$ cat src/smrl_pkg.sv
// Package of constants and types for the stop mode recovery logic
package smrl_pkg;
  // Register indexes; byte address is four times the index
  localparam logic [5:0] SMRL_IDX_CTRL = 6'h0B;
  localparam logic [5:0] SMRL_IDX_CTRL2 = 6'h0D;
  localparam logic [5:0] SMRL_IDX_INT_STAT = 6'h10;
  localparam logic [5:0] SMRL_IDX_INT_MASK = 6'h11;
  localparam logic [5:0] SMRL_IDX_STOP = 6'h12;
  // Control register fields
  localparam int SMRL_BIT_FLAG = 7;
  localparam int SMRL_BIT_LEVEL = 6;
  localparam int SMRL_BIT_DELAY = 5;
  localparam int SMRL_SRC_LSB = 2;
  localparam int SMRL_BIT_DIV = 0;
  localparam logic [7:0] SMRL_CTRL_RST = 8'h00;
  localparam logic [7:0] SMRL_CTRL_WMASK = 8'h7D;
  localparam logic [7:0] SMRL_CTRL2_WMASK = 8'h5C;
  // Recovery source codes
  localparam logic [2:0] SMRL_SRC_POR = 3'h0;
  localparam logic [2:0] SMRL_SRC_NOR_P3 = 3'h3;
  localparam logic [2:0] SMRL_SRC_NOR_P3P0 = 3'h5;
  // Pin vector: [7:0] port 2, [10:8] port 3 pins 1-3, [11] port 0 pin 0, [12] port 0 pin 7
  localparam int SMRL_NPIN = 13;
  localparam logic [12:0] SMRL_M_P2LO = 13'h000F;
  localparam logic [12:0] SMRL_M_P2 = 13'h00FF;
  localparam logic [12:0] SMRL_M_P3 = 13'h0700;
  localparam logic [12:0] SMRL_M_P3P0 = 13'h1F00;
  localparam logic [12:0] SMRL_M_P3P2 = 13'h0707;
  // Reset delay counts in clock cycles
  localparam logic [7:0] SMRL_DLY_SHORT = 8'h10;
  localparam logic [7:0] SMRL_DLY_LONG = 8'h80;
  // Interrupt status bits
  localparam int SMRL_IRQ_RECOV = 0;
  localparam int SMRL_IRQ_READY = 1;
  // Bus answers
  localparam logic [1:0] SMRL_RESP_OK = 2'h0;
  localparam logic [1:0] SMRL_RESP_DEC = 2'h3;
  // Sequencer states, Gray along run, stop, delay
  typedef enum logic [1:0] {
    SMRL_RUN = 2'b00,
    SMRL_STOP = 2'b01,
    SMRL_DELAY = 2'b11
  } smrl_state_t;
endpackage

$ cat src/smrl_top.sv
// Stop mode recovery logic with AXI4-Lite register access
// Functional notes
// - The recovery flag is set by hardware on each stop recovery and cleared only by power-on reset.
// - In the primary control register only the flag reads back; bits 6 to 2 and bit 0 are write only, bit 1 is not writable.
// - Primary bit 6 picks a low or high level needed at the XOR input from the chosen source.
// - Primary bit 5 picks the reset delay applied after a recovery.
// - Primary bits 4 to 2 pick the source allowed to end the stop state.
// - Primary bit 0 divides the system and timer clocks by sixteen when set.
// - Secondary codes 000 power-on only (default), 001 NAND port 2 pins 0-3, 010 NAND port 2 pins 0-7.
// - Codes 011/100 NOR/NAND port 3 pins 1-3, 101/110 add port 0 pins 0 and 7, 111 NAND with port 2 pins 0-2.
// - The secondary level bit needs low at 0, the default, and high at 1.
// - The secondary source field and level bit are write only.
// - With both registers in use either selected event ends the stop state.
// - Pins configured as outputs drop out of the NAND or NOR term.
// - The external reset pin never ends the stop state.
//
// The implementer's own choice: the AXI4-Lite register port.
`timescale 1ns/10ps
`default_nettype none
module smrl_top
  import smrl_pkg::*;
(
  input wire logic aclk,
  input wire logic aresetn,
  input wire logic [7:0] s_axi_awaddr,
  input wire logic s_axi_awvalid,
  output logic s_axi_awready,
  input wire logic [31:0] s_axi_wdata,
  input wire logic [3:0] s_axi_wstrb,
  input wire logic s_axi_wvalid,
  output logic s_axi_wready,
  output logic [1:0] s_axi_bresp,
  output logic s_axi_bvalid,
  input wire logic s_axi_bready,
  input wire logic [7:0] s_axi_araddr,
  input wire logic s_axi_arvalid,
  output logic s_axi_arready,
  output logic [31:0] s_axi_rdata,
  output logic [1:0] s_axi_rresp,
  output logic s_axi_rvalid,
  input wire logic s_axi_rready,
  input wire logic [7:0] port2_pins,
  input wire logic [3:1] port3_pins,
  input wire logic port0_pin0,
  input wire logic port0_pin7,
  input wire logic [7:0] port2_is_out,
  input wire logic [3:1] port3_is_out,
  input wire logic port0_is_out,
  input wire logic ext_reset_n,
  output logic stop_active,
  output logic osc_restart,
  output logic sys_hold_reset,
  output logic clk_div16,
  output logic timer_clock_div16,
  output logic irq
);

  // Registered state
  smrl_state_t state_reg, state_next;
  logic [7:0] ctrl_reg;
  logic [7:0] ctrl2_reg;
  logic flag_reg;
  logic [1:0] int_stat_reg;
  logic [1:0] int_mask_reg;
  logic [7:0] dly_reg;
  logic [7:0] dly_next;
  logic [12:0] pin_s1_reg;
  logic [12:0] pin_s2_reg;
  logic rst_s1_reg;
  logic rst_s2_reg;
  logic [7:0] awaddr_reg;
  logic aw_full_reg;
  logic [7:0] wdata_reg;
  logic wstrb_reg;
  logic w_full_reg;
  logic bvalid_reg;
  logic [1:0] bresp_reg;
  logic rvalid_reg;
  logic [31:0] rdata_reg;
  logic [1:0] rresp_reg;

  // Pin vectors in a common layout
  wire [12:0] pin_raw = {port0_pin7, port0_pin0, port3_pins, port2_pins};
  wire [12:0] pin_out = {port0_is_out, port0_is_out, port3_is_out, port2_is_out};

  // Wake test: term of the selected pins compared with the wanted level
  function automatic logic smrl_wake(input logic [2:0] src, input logic lvl,
                                     input logic [12:0] pins, input logic [12:0] outs);
    logic [12:0] m;
    logic term;
    begin
      m = 13'h0000;
      case (src)
        3'h1: m = SMRL_M_P2LO;
        3'h2: m = SMRL_M_P2;
        3'h3, 3'h4: m = SMRL_M_P3;
        3'h5, 3'h6: m = SMRL_M_P3P0;
        3'h7: m = SMRL_M_P3P2;
        default: m = 13'h0000;
      endcase
      m = m & ~outs;
      if (src == SMRL_SRC_NOR_P3 || src == SMRL_SRC_NOR_P3P0) begin
        term = ~|(pins & m);
      end else begin
        term = ~&(pins | ~m);
      end
      // Empty term, as with power-on only, never wakes
      smrl_wake = (|m) && (term == lvl);
    end
  endfunction

  // Field decode of both control registers
  wire [2:0] src1 = ctrl_reg[SMRL_SRC_LSB +: 3];
  wire [2:0] src2 = ctrl2_reg[SMRL_SRC_LSB +: 3];
  wire lvl1 = ctrl_reg[SMRL_BIT_LEVEL];
  wire lvl2 = ctrl2_reg[SMRL_BIT_LEVEL];
  wire wake1 = smrl_wake(src1, lvl1, pin_s2_reg, pin_out);
  wire wake2 = smrl_wake(src2, lvl2, pin_s2_reg, pin_out);
  wire wake_any = wake1 || wake2;
  // Clockless path on raw pins; the oscillator is off while stopped
  wire wake_raw = smrl_wake(src1, lvl1, pin_raw, pin_out) || smrl_wake(src2, lvl2, pin_raw, pin_out);
  wire in_stop = (state_reg == SMRL_STOP);
  wire ext_rst = !rst_s2_reg;

  // Bus decode
  wire [5:0] widx = awaddr_reg[7:2];
  wire [5:0] ridx = s_axi_araddr[7:2];
  wire wr_fire = aw_full_reg && w_full_reg && !bvalid_reg;
  wire ar_fire = s_axi_arvalid && !rvalid_reg;
  wire wr_ctrl = wr_fire && wstrb_reg && (widx == SMRL_IDX_CTRL);
  wire wr_ctrl2 = wr_fire && wstrb_reg && (widx == SMRL_IDX_CTRL2);
  wire wr_mask = wr_fire && wstrb_reg && (widx == SMRL_IDX_INT_MASK);
  wire wr_stop = wr_fire && wstrb_reg && (widx == SMRL_IDX_STOP) && wdata_reg[0];
  wire w_hit = (widx == SMRL_IDX_CTRL) || (widx == SMRL_IDX_CTRL2) || (widx == SMRL_IDX_INT_STAT)
               || (widx == SMRL_IDX_INT_MASK) || (widx == SMRL_IDX_STOP);
  wire rd_stat = ar_fire && (ridx == SMRL_IDX_INT_STAT);
  wire recov_ev = in_stop && wake_any;
  wire ready_ev = (state_reg == SMRL_DELAY) && (dly_reg == 8'h01);

  // Read mux; write-only bits read zero
  logic [31:0] rd_mux;
  logic rd_hit;
  always_comb begin
    rd_mux = 32'h0000_0000;
    rd_hit = 1'b1;
    if (ridx == SMRL_IDX_CTRL) begin
      rd_mux[SMRL_BIT_FLAG] = flag_reg;
    end else if (ridx == SMRL_IDX_CTRL2) begin
      rd_mux = 32'h0000_0000;
    end else if (ridx == SMRL_IDX_INT_STAT) begin
      rd_mux[1:0] = int_stat_reg;
    end else if (ridx == SMRL_IDX_INT_MASK) begin
      rd_mux[1:0] = int_mask_reg;
    end else if (ridx == SMRL_IDX_STOP) begin
      rd_mux[1:0] = {sys_hold_reset, in_stop};
    end else begin
      rd_hit = 1'b0;
    end
  end

  // Sequencer: run, stopped, reset delay
  always_comb begin
    state_next = state_reg;
    dly_next = dly_reg;
    case (state_reg)
      SMRL_RUN: begin
        if (wr_stop) begin
          state_next = SMRL_STOP;
        end else if (ext_rst) begin
          state_next = SMRL_DELAY;
          dly_next = SMRL_DLY_SHORT;
        end
      end
      SMRL_STOP: begin
        // External reset is ignored here on purpose
        if (wake_any) begin
          state_next = SMRL_DELAY;
          dly_next = ctrl_reg[SMRL_BIT_DELAY] ? SMRL_DLY_LONG : SMRL_DLY_SHORT;
        end
      end
      SMRL_DELAY: begin
        dly_next = dly_reg - 8'h01;
        if (dly_reg == 8'h01) begin
          state_next = SMRL_RUN;
        end
      end
      default: begin
        state_next = SMRL_RUN;
        dly_next = 8'h00;
      end
    endcase
  end

  // Pin and reset synchronisers
  always_ff @(posedge aclk) begin
    pin_s1_reg <= pin_raw;
    pin_s2_reg <= pin_s1_reg;
    rst_s1_reg <= ext_reset_n;
    rst_s2_reg <= rst_s1_reg;
  end

  // Sequencer and delay counter
  always_ff @(posedge aclk) begin
    if (!aresetn) begin
      state_reg <= SMRL_RUN;
      dly_reg <= 8'h00;
    end else begin
      state_reg <= state_next;
      dly_reg <= dly_next;
    end
  end

  // Flag cleared only by power-on reset
  always_ff @(posedge aclk) begin
    if (!aresetn) begin
      flag_reg <= 1'b0;
    end else if (recov_ev) begin
      flag_reg <= 1'b1;
    end
  end

  // Control registers; the flag bit is not writable
  always_ff @(posedge aclk) begin
    if (!aresetn) begin
      ctrl_reg <= SMRL_CTRL_RST;
      ctrl2_reg <= SMRL_CTRL_RST;
    end else begin
      if (wr_ctrl) begin
        ctrl_reg <= wdata_reg & SMRL_CTRL_WMASK;
      end
      if (wr_ctrl2) begin
        ctrl2_reg <= wdata_reg & SMRL_CTRL2_WMASK;
      end
    end
  end

  // Sticky status, clear on read; a new event wins over the clear
  always_ff @(posedge aclk) begin
    if (!aresetn) begin
      int_stat_reg <= 2'h0;
      int_mask_reg <= 2'h0;
    end else begin
      int_stat_reg <= (rd_stat ? 2'h0 : int_stat_reg) | {ready_ev, recov_ev};
      if (wr_mask) begin
        int_mask_reg <= wdata_reg[1:0];
      end
    end
  end

  // Write channels are taken independently
  always_ff @(posedge aclk) begin
    if (!aresetn) begin
      aw_full_reg <= 1'b0;
      w_full_reg <= 1'b0;
      awaddr_reg <= 8'h00;
      wdata_reg <= 8'h00;
      wstrb_reg <= 1'b0;
    end else begin
      if (s_axi_awvalid && s_axi_awready) begin
        aw_full_reg <= 1'b1;
        awaddr_reg <= s_axi_awaddr;
      end else if (wr_fire) begin
        aw_full_reg <= 1'b0;
      end
      if (s_axi_wvalid && s_axi_wready) begin
        w_full_reg <= 1'b1;
        wdata_reg <= s_axi_wdata[7:0];
        wstrb_reg <= s_axi_wstrb[0];
      end else if (wr_fire) begin
        w_full_reg <= 1'b0;
      end
    end
  end

  // Write response
  always_ff @(posedge aclk) begin
    if (!aresetn) begin
      bvalid_reg <= 1'b0;
      bresp_reg <= SMRL_RESP_OK;
    end else if (wr_fire) begin
      bvalid_reg <= 1'b1;
      bresp_reg <= w_hit ? SMRL_RESP_OK : SMRL_RESP_DEC;
    end else if (s_axi_bready) begin
      bvalid_reg <= 1'b0;
    end
  end

  // Read data, captured at the address handshake
  always_ff @(posedge aclk) begin
    if (!aresetn) begin
      rvalid_reg <= 1'b0;
      rdata_reg <= 32'h0000_0000;
      rresp_reg <= SMRL_RESP_OK;
    end else if (ar_fire) begin
      rvalid_reg <= 1'b1;
      rdata_reg <= rd_mux;
      rresp_reg <= rd_hit ? SMRL_RESP_OK : SMRL_RESP_DEC;
    end else if (s_axi_rready) begin
      rvalid_reg <= 1'b0;
    end
  end

  // Outputs
  assign s_axi_awready = !aw_full_reg;
  assign s_axi_wready = !w_full_reg;
  assign s_axi_bvalid = bvalid_reg;
  assign s_axi_bresp = bresp_reg;
  assign s_axi_arready = !rvalid_reg;
  assign s_axi_rvalid = rvalid_reg;
  assign s_axi_rdata = rdata_reg;
  assign s_axi_rresp = rresp_reg;
  assign stop_active = in_stop;
  assign osc_restart = in_stop && wake_raw;
  assign sys_hold_reset = (state_reg == SMRL_DELAY);
  assign clk_div16 = ctrl_reg[SMRL_BIT_DIV];
  assign timer_clock_div16 = ctrl_reg[SMRL_BIT_DIV];
  assign irq = |(int_stat_reg & int_mask_reg);

  // Checks
  AST_FLAG_SET: assert property (@(posedge aclk) disable iff (!aresetn)
    in_stop && wake_any |=> flag_reg && sys_hold_reset) else $error("flag not set on recovery");
  AST_FLAG_HOLD: assert property (@(posedge aclk)
    flag_reg && aresetn |=> flag_reg || !$past(aresetn)) else $error("flag lost without reset");
  AST_RD_CTRL: assert property (@(posedge aclk) disable iff (!aresetn)
    ar_fire && ridx == SMRL_IDX_CTRL |=> s_axi_rdata[6:0] == 7'h00) else $error("write-only bit read");
  AST_RD_CTRL2: assert property (@(posedge aclk) disable iff (!aresetn)
    ar_fire && ridx == SMRL_IDX_CTRL2 |=> s_axi_rdata == 32'h0000_0000) else $error("second reg readable");
  AST_POR_ONLY: assert property (@(posedge aclk) disable iff (!aresetn)
    in_stop && src1 == SMRL_SRC_POR && !wake2 |=> in_stop) else $error("wake with no source");
  AST_DIV: assert property (@(posedge aclk) disable iff (!aresetn)
    wr_ctrl |=> clk_div16 == $past(wdata_reg[0])) else $error("divide bit not applied");
  AST_EITHER: assert property (@(posedge aclk) disable iff (!aresetn)
    in_stop && (wake1 || wake2) |=> !in_stop) else $error("stop not left on event");
  AST_EXT_RST: assert property (@(posedge aclk) disable iff (!aresetn)
    in_stop && ext_rst && !wake_any |=> in_stop) else $error("external reset ended stop");
  AST_DELAY: assert property (@(posedge aclk) disable iff (!aresetn)
    in_stop && wake_any && !ctrl_reg[SMRL_BIT_DELAY] |=> sys_hold_reset [*8]) else $error("delay too short");
  AST_OUT_IGN: assert property (@(posedge aclk) disable iff (!aresetn)
    in_stop && src2 == 3'h1 && !lvl2 && pin_out[0] && (&pin_s2_reg[3:1]) && !pin_s2_reg[0] |=> !in_stop)
    else $error("output pin blocked wake");

endmodule
`default_nettype wire

$ cat config.mk
export PLATFORM = sky130hd
export DESIGN_NAME = smrl_top
export DESIGN_NICKNAME = d
export VERILOG_FILES = /design/src/smrl_pkg.sv /design/src/smrl_top.sv
export SDC_FILE = /design/constraint.sdc
export NUM_CORES = 1
export LEC_CHECK = 0
export ABC_CLOCK_PERIOD_IN_PS = 2300
export BUFFER_PORTS_ARGS = -buffer_cell sky130_fd_sc_hd__buf_2
export CORE_UTILIZATION = 50
export DETAILED_ROUTE_END_ITERATION = 12
export PLACE_DENSITY = 0.8
export SLEW_MARGIN = 20
export SYNTH_ARGS = -nofsm -noshare
export SYNTH_HDL_FRONTEND = slang
export SYNTH_SLANG_ARGS = --single-unit
$ cat constraint.sdc
create_clock -name aclk -period 2.3 [get_ports aclk]
set_input_delay 0.23 -clock aclk [delete_from_list [all_inputs] [get_ports aclk]]
set_output_delay 0.23 -clock aclk [all_outputs]
set_load 0.1 [all_outputs]
* Word level (Yosys, flattened, before mapping)
Index checks and enable logic that the tools add are counted.
** Operators by class
- Multiplexer cells :: 37
- Bitwise operators :: 15
- Add/sub/neg operators :: 1
- Reduce and logical (&&, ||, !) cells :: 61
- Eq/ne operators :: 36
** Operators by type and width (count)
- $pmux 13 s5 :: 2
- $and 13x13->13 :: 6
- $reduce_or 13->1 :: 6
- $or 13x13->13 :: 4
- $reduce_and 13->1 :: 4
- $not 13->13 :: 3
- $eq 6x5->1 const B :: 6
- $mux 8 :: 4
- $eq 3x3->1 const B :: 8
- $eq 6x4->1 const B :: 4
- $mux 2 :: 12
- $pmux 8 s3 :: 1
- $logic_and 1x1->1 :: 19
- $mux 1 :: 17
- $eq 3x2->1 const B :: 4
- $logic_not 1->1 :: 12
- $reduce_or 2->1 :: 5
- $eq 8x1->1 const B :: 1
- $logic_or 1x1->1 :: 8
- $reduce_bool 2->1 :: 4
- $sub 8x1->8 const B :: 1
- $eq 3x1->1 const B :: 2
- $ne 2x2->1 const B :: 3
- $pmux 2 s3 :: 1
- other kinds (9) :: 13
** Storage, ports and cells
- Bits in registers :: 85
- Bits of input ports :: 85
- Output and inout bits :: 47

* Depth between registers and ports, before layout
- Depth in word-level cells :: 14
- Gate-level depth with buffers :: 9
- Mapped depth without buffers :: 8

* Worst setup path before layout
No wires, ideal clock.
- Path type :: register to output
- From :: register ctrl2_reg[4]
- To :: output port osc_restart
- Cell stages (with the launch flop) :: 9
- Buffers on the path :: 1
- Arrival :: 3.584 ns
- Data required time :: 2.070 ns
- Setup slack :: -1.514 ns
- Cells stage by stage :: dfxtp_1 > clkbuf_1 > or4_1 > a21oi_1 > a311o_1 > a21oi_1 > xnor2_1 > a22oi_1 > nor3_1
** On the way
- Cells in the longest elaborated chain, start to end :: 13
- Elaborated cells between the ends (all ways) :: 25
** RTL lines
- start: declaration :: line smrl_top.sv:61 : logic [7:0] ctrl2_reg;
- start signal: assignment :: line smrl_top.sv:232 : ctrl2_reg <= wdata_reg & SMRL_CTRL2_WMASK;
- $eq 3x3->1 (tied with other cells) :: line smrl_top.sv:93, smrl_top.sv:102
- $reduce_or 2->1 :: line smrl_top.sv:93 : case (src)
- $pmux 13 s5 :: line smrl_top.sv:93
- $and 13x13->13 :: line smrl_top.sv:101 : m = m & ~outs;
- $not 13->13 :: line smrl_top.sv:105 : term = ~&(pins | ~m);
- $or 13x13->13 :: line smrl_top.sv:105
- $reduce_and 13->1 :: line smrl_top.sv:105
- $logic_not 1->1 :: line smrl_top.sv:105
- $mux 1 :: line smrl_top.sv:102 : if (src == SMRL_SRC_NOR_P3 || src == SMRL_SRC_NOR_P3P0) begin
- $eq 1x1->1 :: line smrl_top.sv:108 : smrl_wake = (|m) && (term == lvl);
- $logic_and 1x1->1 (*) :: line smrl_top.sv:108
- $logic_or 1x1->1 (*) :: line smrl_top.sv:121 : wire wake_raw = smrl_wake(src1, lvl1, pin_raw, pin_out) || smrl_wake(src2, lvl2, pin_raw, pin_out);
- $logic_and 1x1->1 (*) :: line smrl_top.sv:313 : assign osc_restart = in_stop && wake_raw;
- end: declaration :: line smrl_top.sv:51 : output logic osc_restart,
Every way passes the cells marked *; elsewhere a longest branch is shown, timed or not.

* Worst setup path in the final report
- From :: register ctrl_reg[3]
- To :: output port osc_restart
** On the way
- Cells in the longest elaborated chain, start to end :: 13
- Elaborated cells between the ends (all ways) :: 25
** RTL lines
- start: declaration :: line smrl_top.sv:60 : logic [7:0] ctrl_reg;
- start signal: assignment :: line smrl_top.sv:229 : ctrl_reg <= wdata_reg & SMRL_CTRL_WMASK;
- $eq 3x3->1 (tied with other cells) :: line smrl_top.sv:93, smrl_top.sv:102
- $reduce_or 2->1 :: line smrl_top.sv:93
- $pmux 13 s5 :: line smrl_top.sv:93
- $and 13x13->13 :: line smrl_top.sv:101
- $not 13->13 :: line smrl_top.sv:105
- $or 13x13->13 :: line smrl_top.sv:105
- $reduce_and 13->1 :: line smrl_top.sv:105
- $logic_not 1->1 :: line smrl_top.sv:105
- $mux 1 :: line smrl_top.sv:102
- $eq 1x1->1 :: line smrl_top.sv:108
- $logic_and 1x1->1 (*) :: line smrl_top.sv:108
- $logic_or 1x1->1 (*) :: line smrl_top.sv:121
- $logic_and 1x1->1 (*) :: line smrl_top.sv:313
Marked as above.

==> run metrics <==
via count around 3300; CP Data Required Time 2.07 ns; Slew @ Worst Pin between 0.6 and 0.7 ns; hpwl dp 6.11 mm; data arrival time of the worst path 2.17 ns; dpl cells 588; Final Skew 0.00815 ns; Fillers between 500 and 600; Port Buffer Count 70; power per standard cell area 673 nW/um2; Seq cells post-synth 76; layout cells sized above 1 29.1%; setup violators final 1; Initial Util 53.0%; Num CTS Buffers 9; number of buffers and inverters on the critical path 2; Synth area leaders dfxtp_1 41%, mux2i_1 7.9%, buf_4 6.7%; Slew headroom a little under three fifths; Routed WL 8.42 mm; failing checks negative setup slack; library cells used by synthesis 68; ys async rst share 0%; die area 7710 um2; Post-Syn Instances 424; Hold WC Path Type in2reg; final worst-path cycle share 104%; Syn. warnings 0; Multi-input gate area 2030 um2; Post-synth EDFFs 0; CP max stage cell dfxtp_4; pin count of the biggest net entering global routing 25; syn_area_per_cell 8.69 um2; Mapped Area 3680 um2; WS Path Type reg2out; first-pass iteration count of the detailed router 6; final net count 607; xor/xnor share of the synthesized area slightly above 3%; top-area cell type share of the netlist area 41.3%; FF+latch area 1540 um2; P&R area growth vs syn 24.8%; I/O pin cnt 132; CP max stage delay ~0.38 ns; CTS tree yes; critical-path maximum fanout 4; final worst slack -0.101 ns; mux cell area share after synthesis 7.88%; DP Worst Slack -0.149 ns; final hold vios 0; first-pass GRT wire length 14.0 mm; wire length per cell around 14 um; final antenna-violating net count 0; dominant combinational cell family by area after synthesis simple AND/OR/NAND/NOR gates; critical path's top delay family compound AO/OA/AOI/OAI gates; Root Buffer clkbuf_8; min Tclk post-route 2.40 ns; DRC 0; post-synthesis simple-gate area fraction 19.2%; Seq/Total Area, Yosys 41.3%; total track usage 23.4%; 1st-iter DRT viols 213; Reg clk slew, reported paths 0.08 ns; num rows 30; grt ovf 0; Setup crit start kind register; H-tree depth 3; Placer Congestion ~0.87; Critical Path Sink Type primary output; initial antenna violation count 0; Peak VDD IR 0.396 mV; CTS max path bufs 2; Leak 1.94 nW; Compound-Gate Fraction of Synth Area 17.8%; Slew Viols, Final 0; Adder-Cell Fraction of Synth Area 0.679%; Vias/cell 5.35; worst hold slack 0.0223 ns; setup TNS -0.101 ns; worst-path cell chain xnor2_4 -> buf_6 -> nor4_1 -> a221oi_1 -> a21oi_1 -> xnor2_1 -> a22oi_2 -> nor3_4 -> buf_12; most area-hungry cell type in the Yosys netlist dfxtp_1; Clock Latency Late Sink 0.36 ns; Antenna diodes 0; outcome finished with violations; final cell count without fillers 621; max-cap violations 0; Die W around 88 um; Core ar. 6940 um2; clk sinks 76; vias in the first global route 3025; Main synth FF type dfxtp_1; RSZ-0062 raised after global routing yes; Fmax achieved ~420 MHz; Vert. Die Dim 87.8 um
==> power by group <==
part / total, mW / switching [mW] / leakage (nW) / internal, mW
clock: 1.02 / 0.514 / 0.100 / 0.508
sequential: 1.43 / 0.0525 / 0.632 / 1.37
combinational: 0.645 / 0.493 / 1.21 / 0.152
==> layout by cell type (no fill, tap or decap), drive strengths merged, types with 6 or more instances in the layout <==
master	instances
conb	29
o21ai	16
nor2	66
mux2i	29
clkbuf	9
nand2	30
dlygate4sd3	8
inv	17
nand2b	6
dfxtp	76
xor2	7
nand3	8
nor3	11
o22ai	9
buf	96
a21oi	28
==> synth_stat cells (2+ instances only) <==
| master | instances |
|---|---|
| o21ai_0 | 14 |
| or4b_2 | 2 |
| nor3_1 | 11 |
| nand3b_1 | 2 |
| o32ai_1 | 2 |
| xor2_1 | 7 |
| a221oi_1 | 2 |
| or3_1 | 2 |
| nand4b_1 | 2 |
| buf_4 | 33 |
| mux2i_1 | 29 |
| a211oi_2 | 2 |
| clkbuf_1 | 13 |
| nor4_1 | 4 |
| o211ai_1 | 2 |
| o22ai_1 | 8 |
| nand2_1 | 30 |
| xnor2_1 | 4 |
| inv_2 | 2 |
| nor3b_2 | 2 |
| inv_1 | 14 |
| a31oi_1 | 4 |
| nor2_1 | 66 |
| nand2b_1 | 6 |
| a22oi_1 | 3 |
| dfxtp_1 | 76 |
| o31ai_1 | 2 |
| a21oi_1 | 27 |
| a211oi_1 | 3 |
| nand3_1 | 8 |
| ha_1 | 2 |
| nor2b_1 | 4 |
==> area by class of cell <==
type	instances	share of cell area (%)
Inverter	17	1.55
Multi-Input combinational cell	312	44.1
Tap cell	96	2.61
Clock buffer	9	2.70
Sequential cell	76	33.5
Clock inverter	7	1.61
Timing Repair Buffer	104	13.9
==> per-stage QoR <==
step | instance area (um2) | utilization, % | power (mW)
after CTS | 4560 | 65.7 | 3.11
after global routing | 4600 | 66.2 | 3.22
after detailed placement | 4160 | 59.9 | 2.08
final | 4600 | 66.2 | 3.09
after floorplan | 3850 | - | 2.00
after global placement | 4160 | 59.9 | 2.07
==> logic make-up (layout without fill, tap and decap cells) <==
logic type / count (synthesis) / after routing
AO/OA/AOI/OAI: 92 / 92
multiplexers: 29 / 29
buffers and inverters: 64 / 137
XOR/XNOR: 12 / 12
AND/OR/NAND/NOR: 148 / 148
other: 1 / 29
flip-flops: 76 / 76
adder cells (fa/ha/maj): 2 / 2
==> per-layer routing <==
metal	global-route usage (%)	part of all wire [%]	up-vias
met2	38.1	47	129
li1	-	-	1628
met1	30.2	45	1540
met5	0	0	-
met4	10.3	2.4	0
met3	4.43	5.2	25
==> timing repair <==
action,in CTS,in global routing
pin swaps,12,7
endpoints found under the setup margin,8,7
gates resized for setup,19,3
hold endpoints to repair,8,0
hold buffers,8,0
buffers inserted,7,2
==> worst paths after layout <==
kind / from / to / slack (ns) / cells past startpoint
setup / recovery: ctrl_reg[3] / osc_restart / -0.10 / 9
hold reg to reg: rst_s1_reg / rst_s2_reg / 0.33 / 0
setup reg to reg: ctrl2_reg[2] / dly_reg[4] / 0.03 / 9
hold / removal: port3_pins[2] / pin_s1_reg[9] / 0.02 / 1
(Power assumes the default switching activity.)
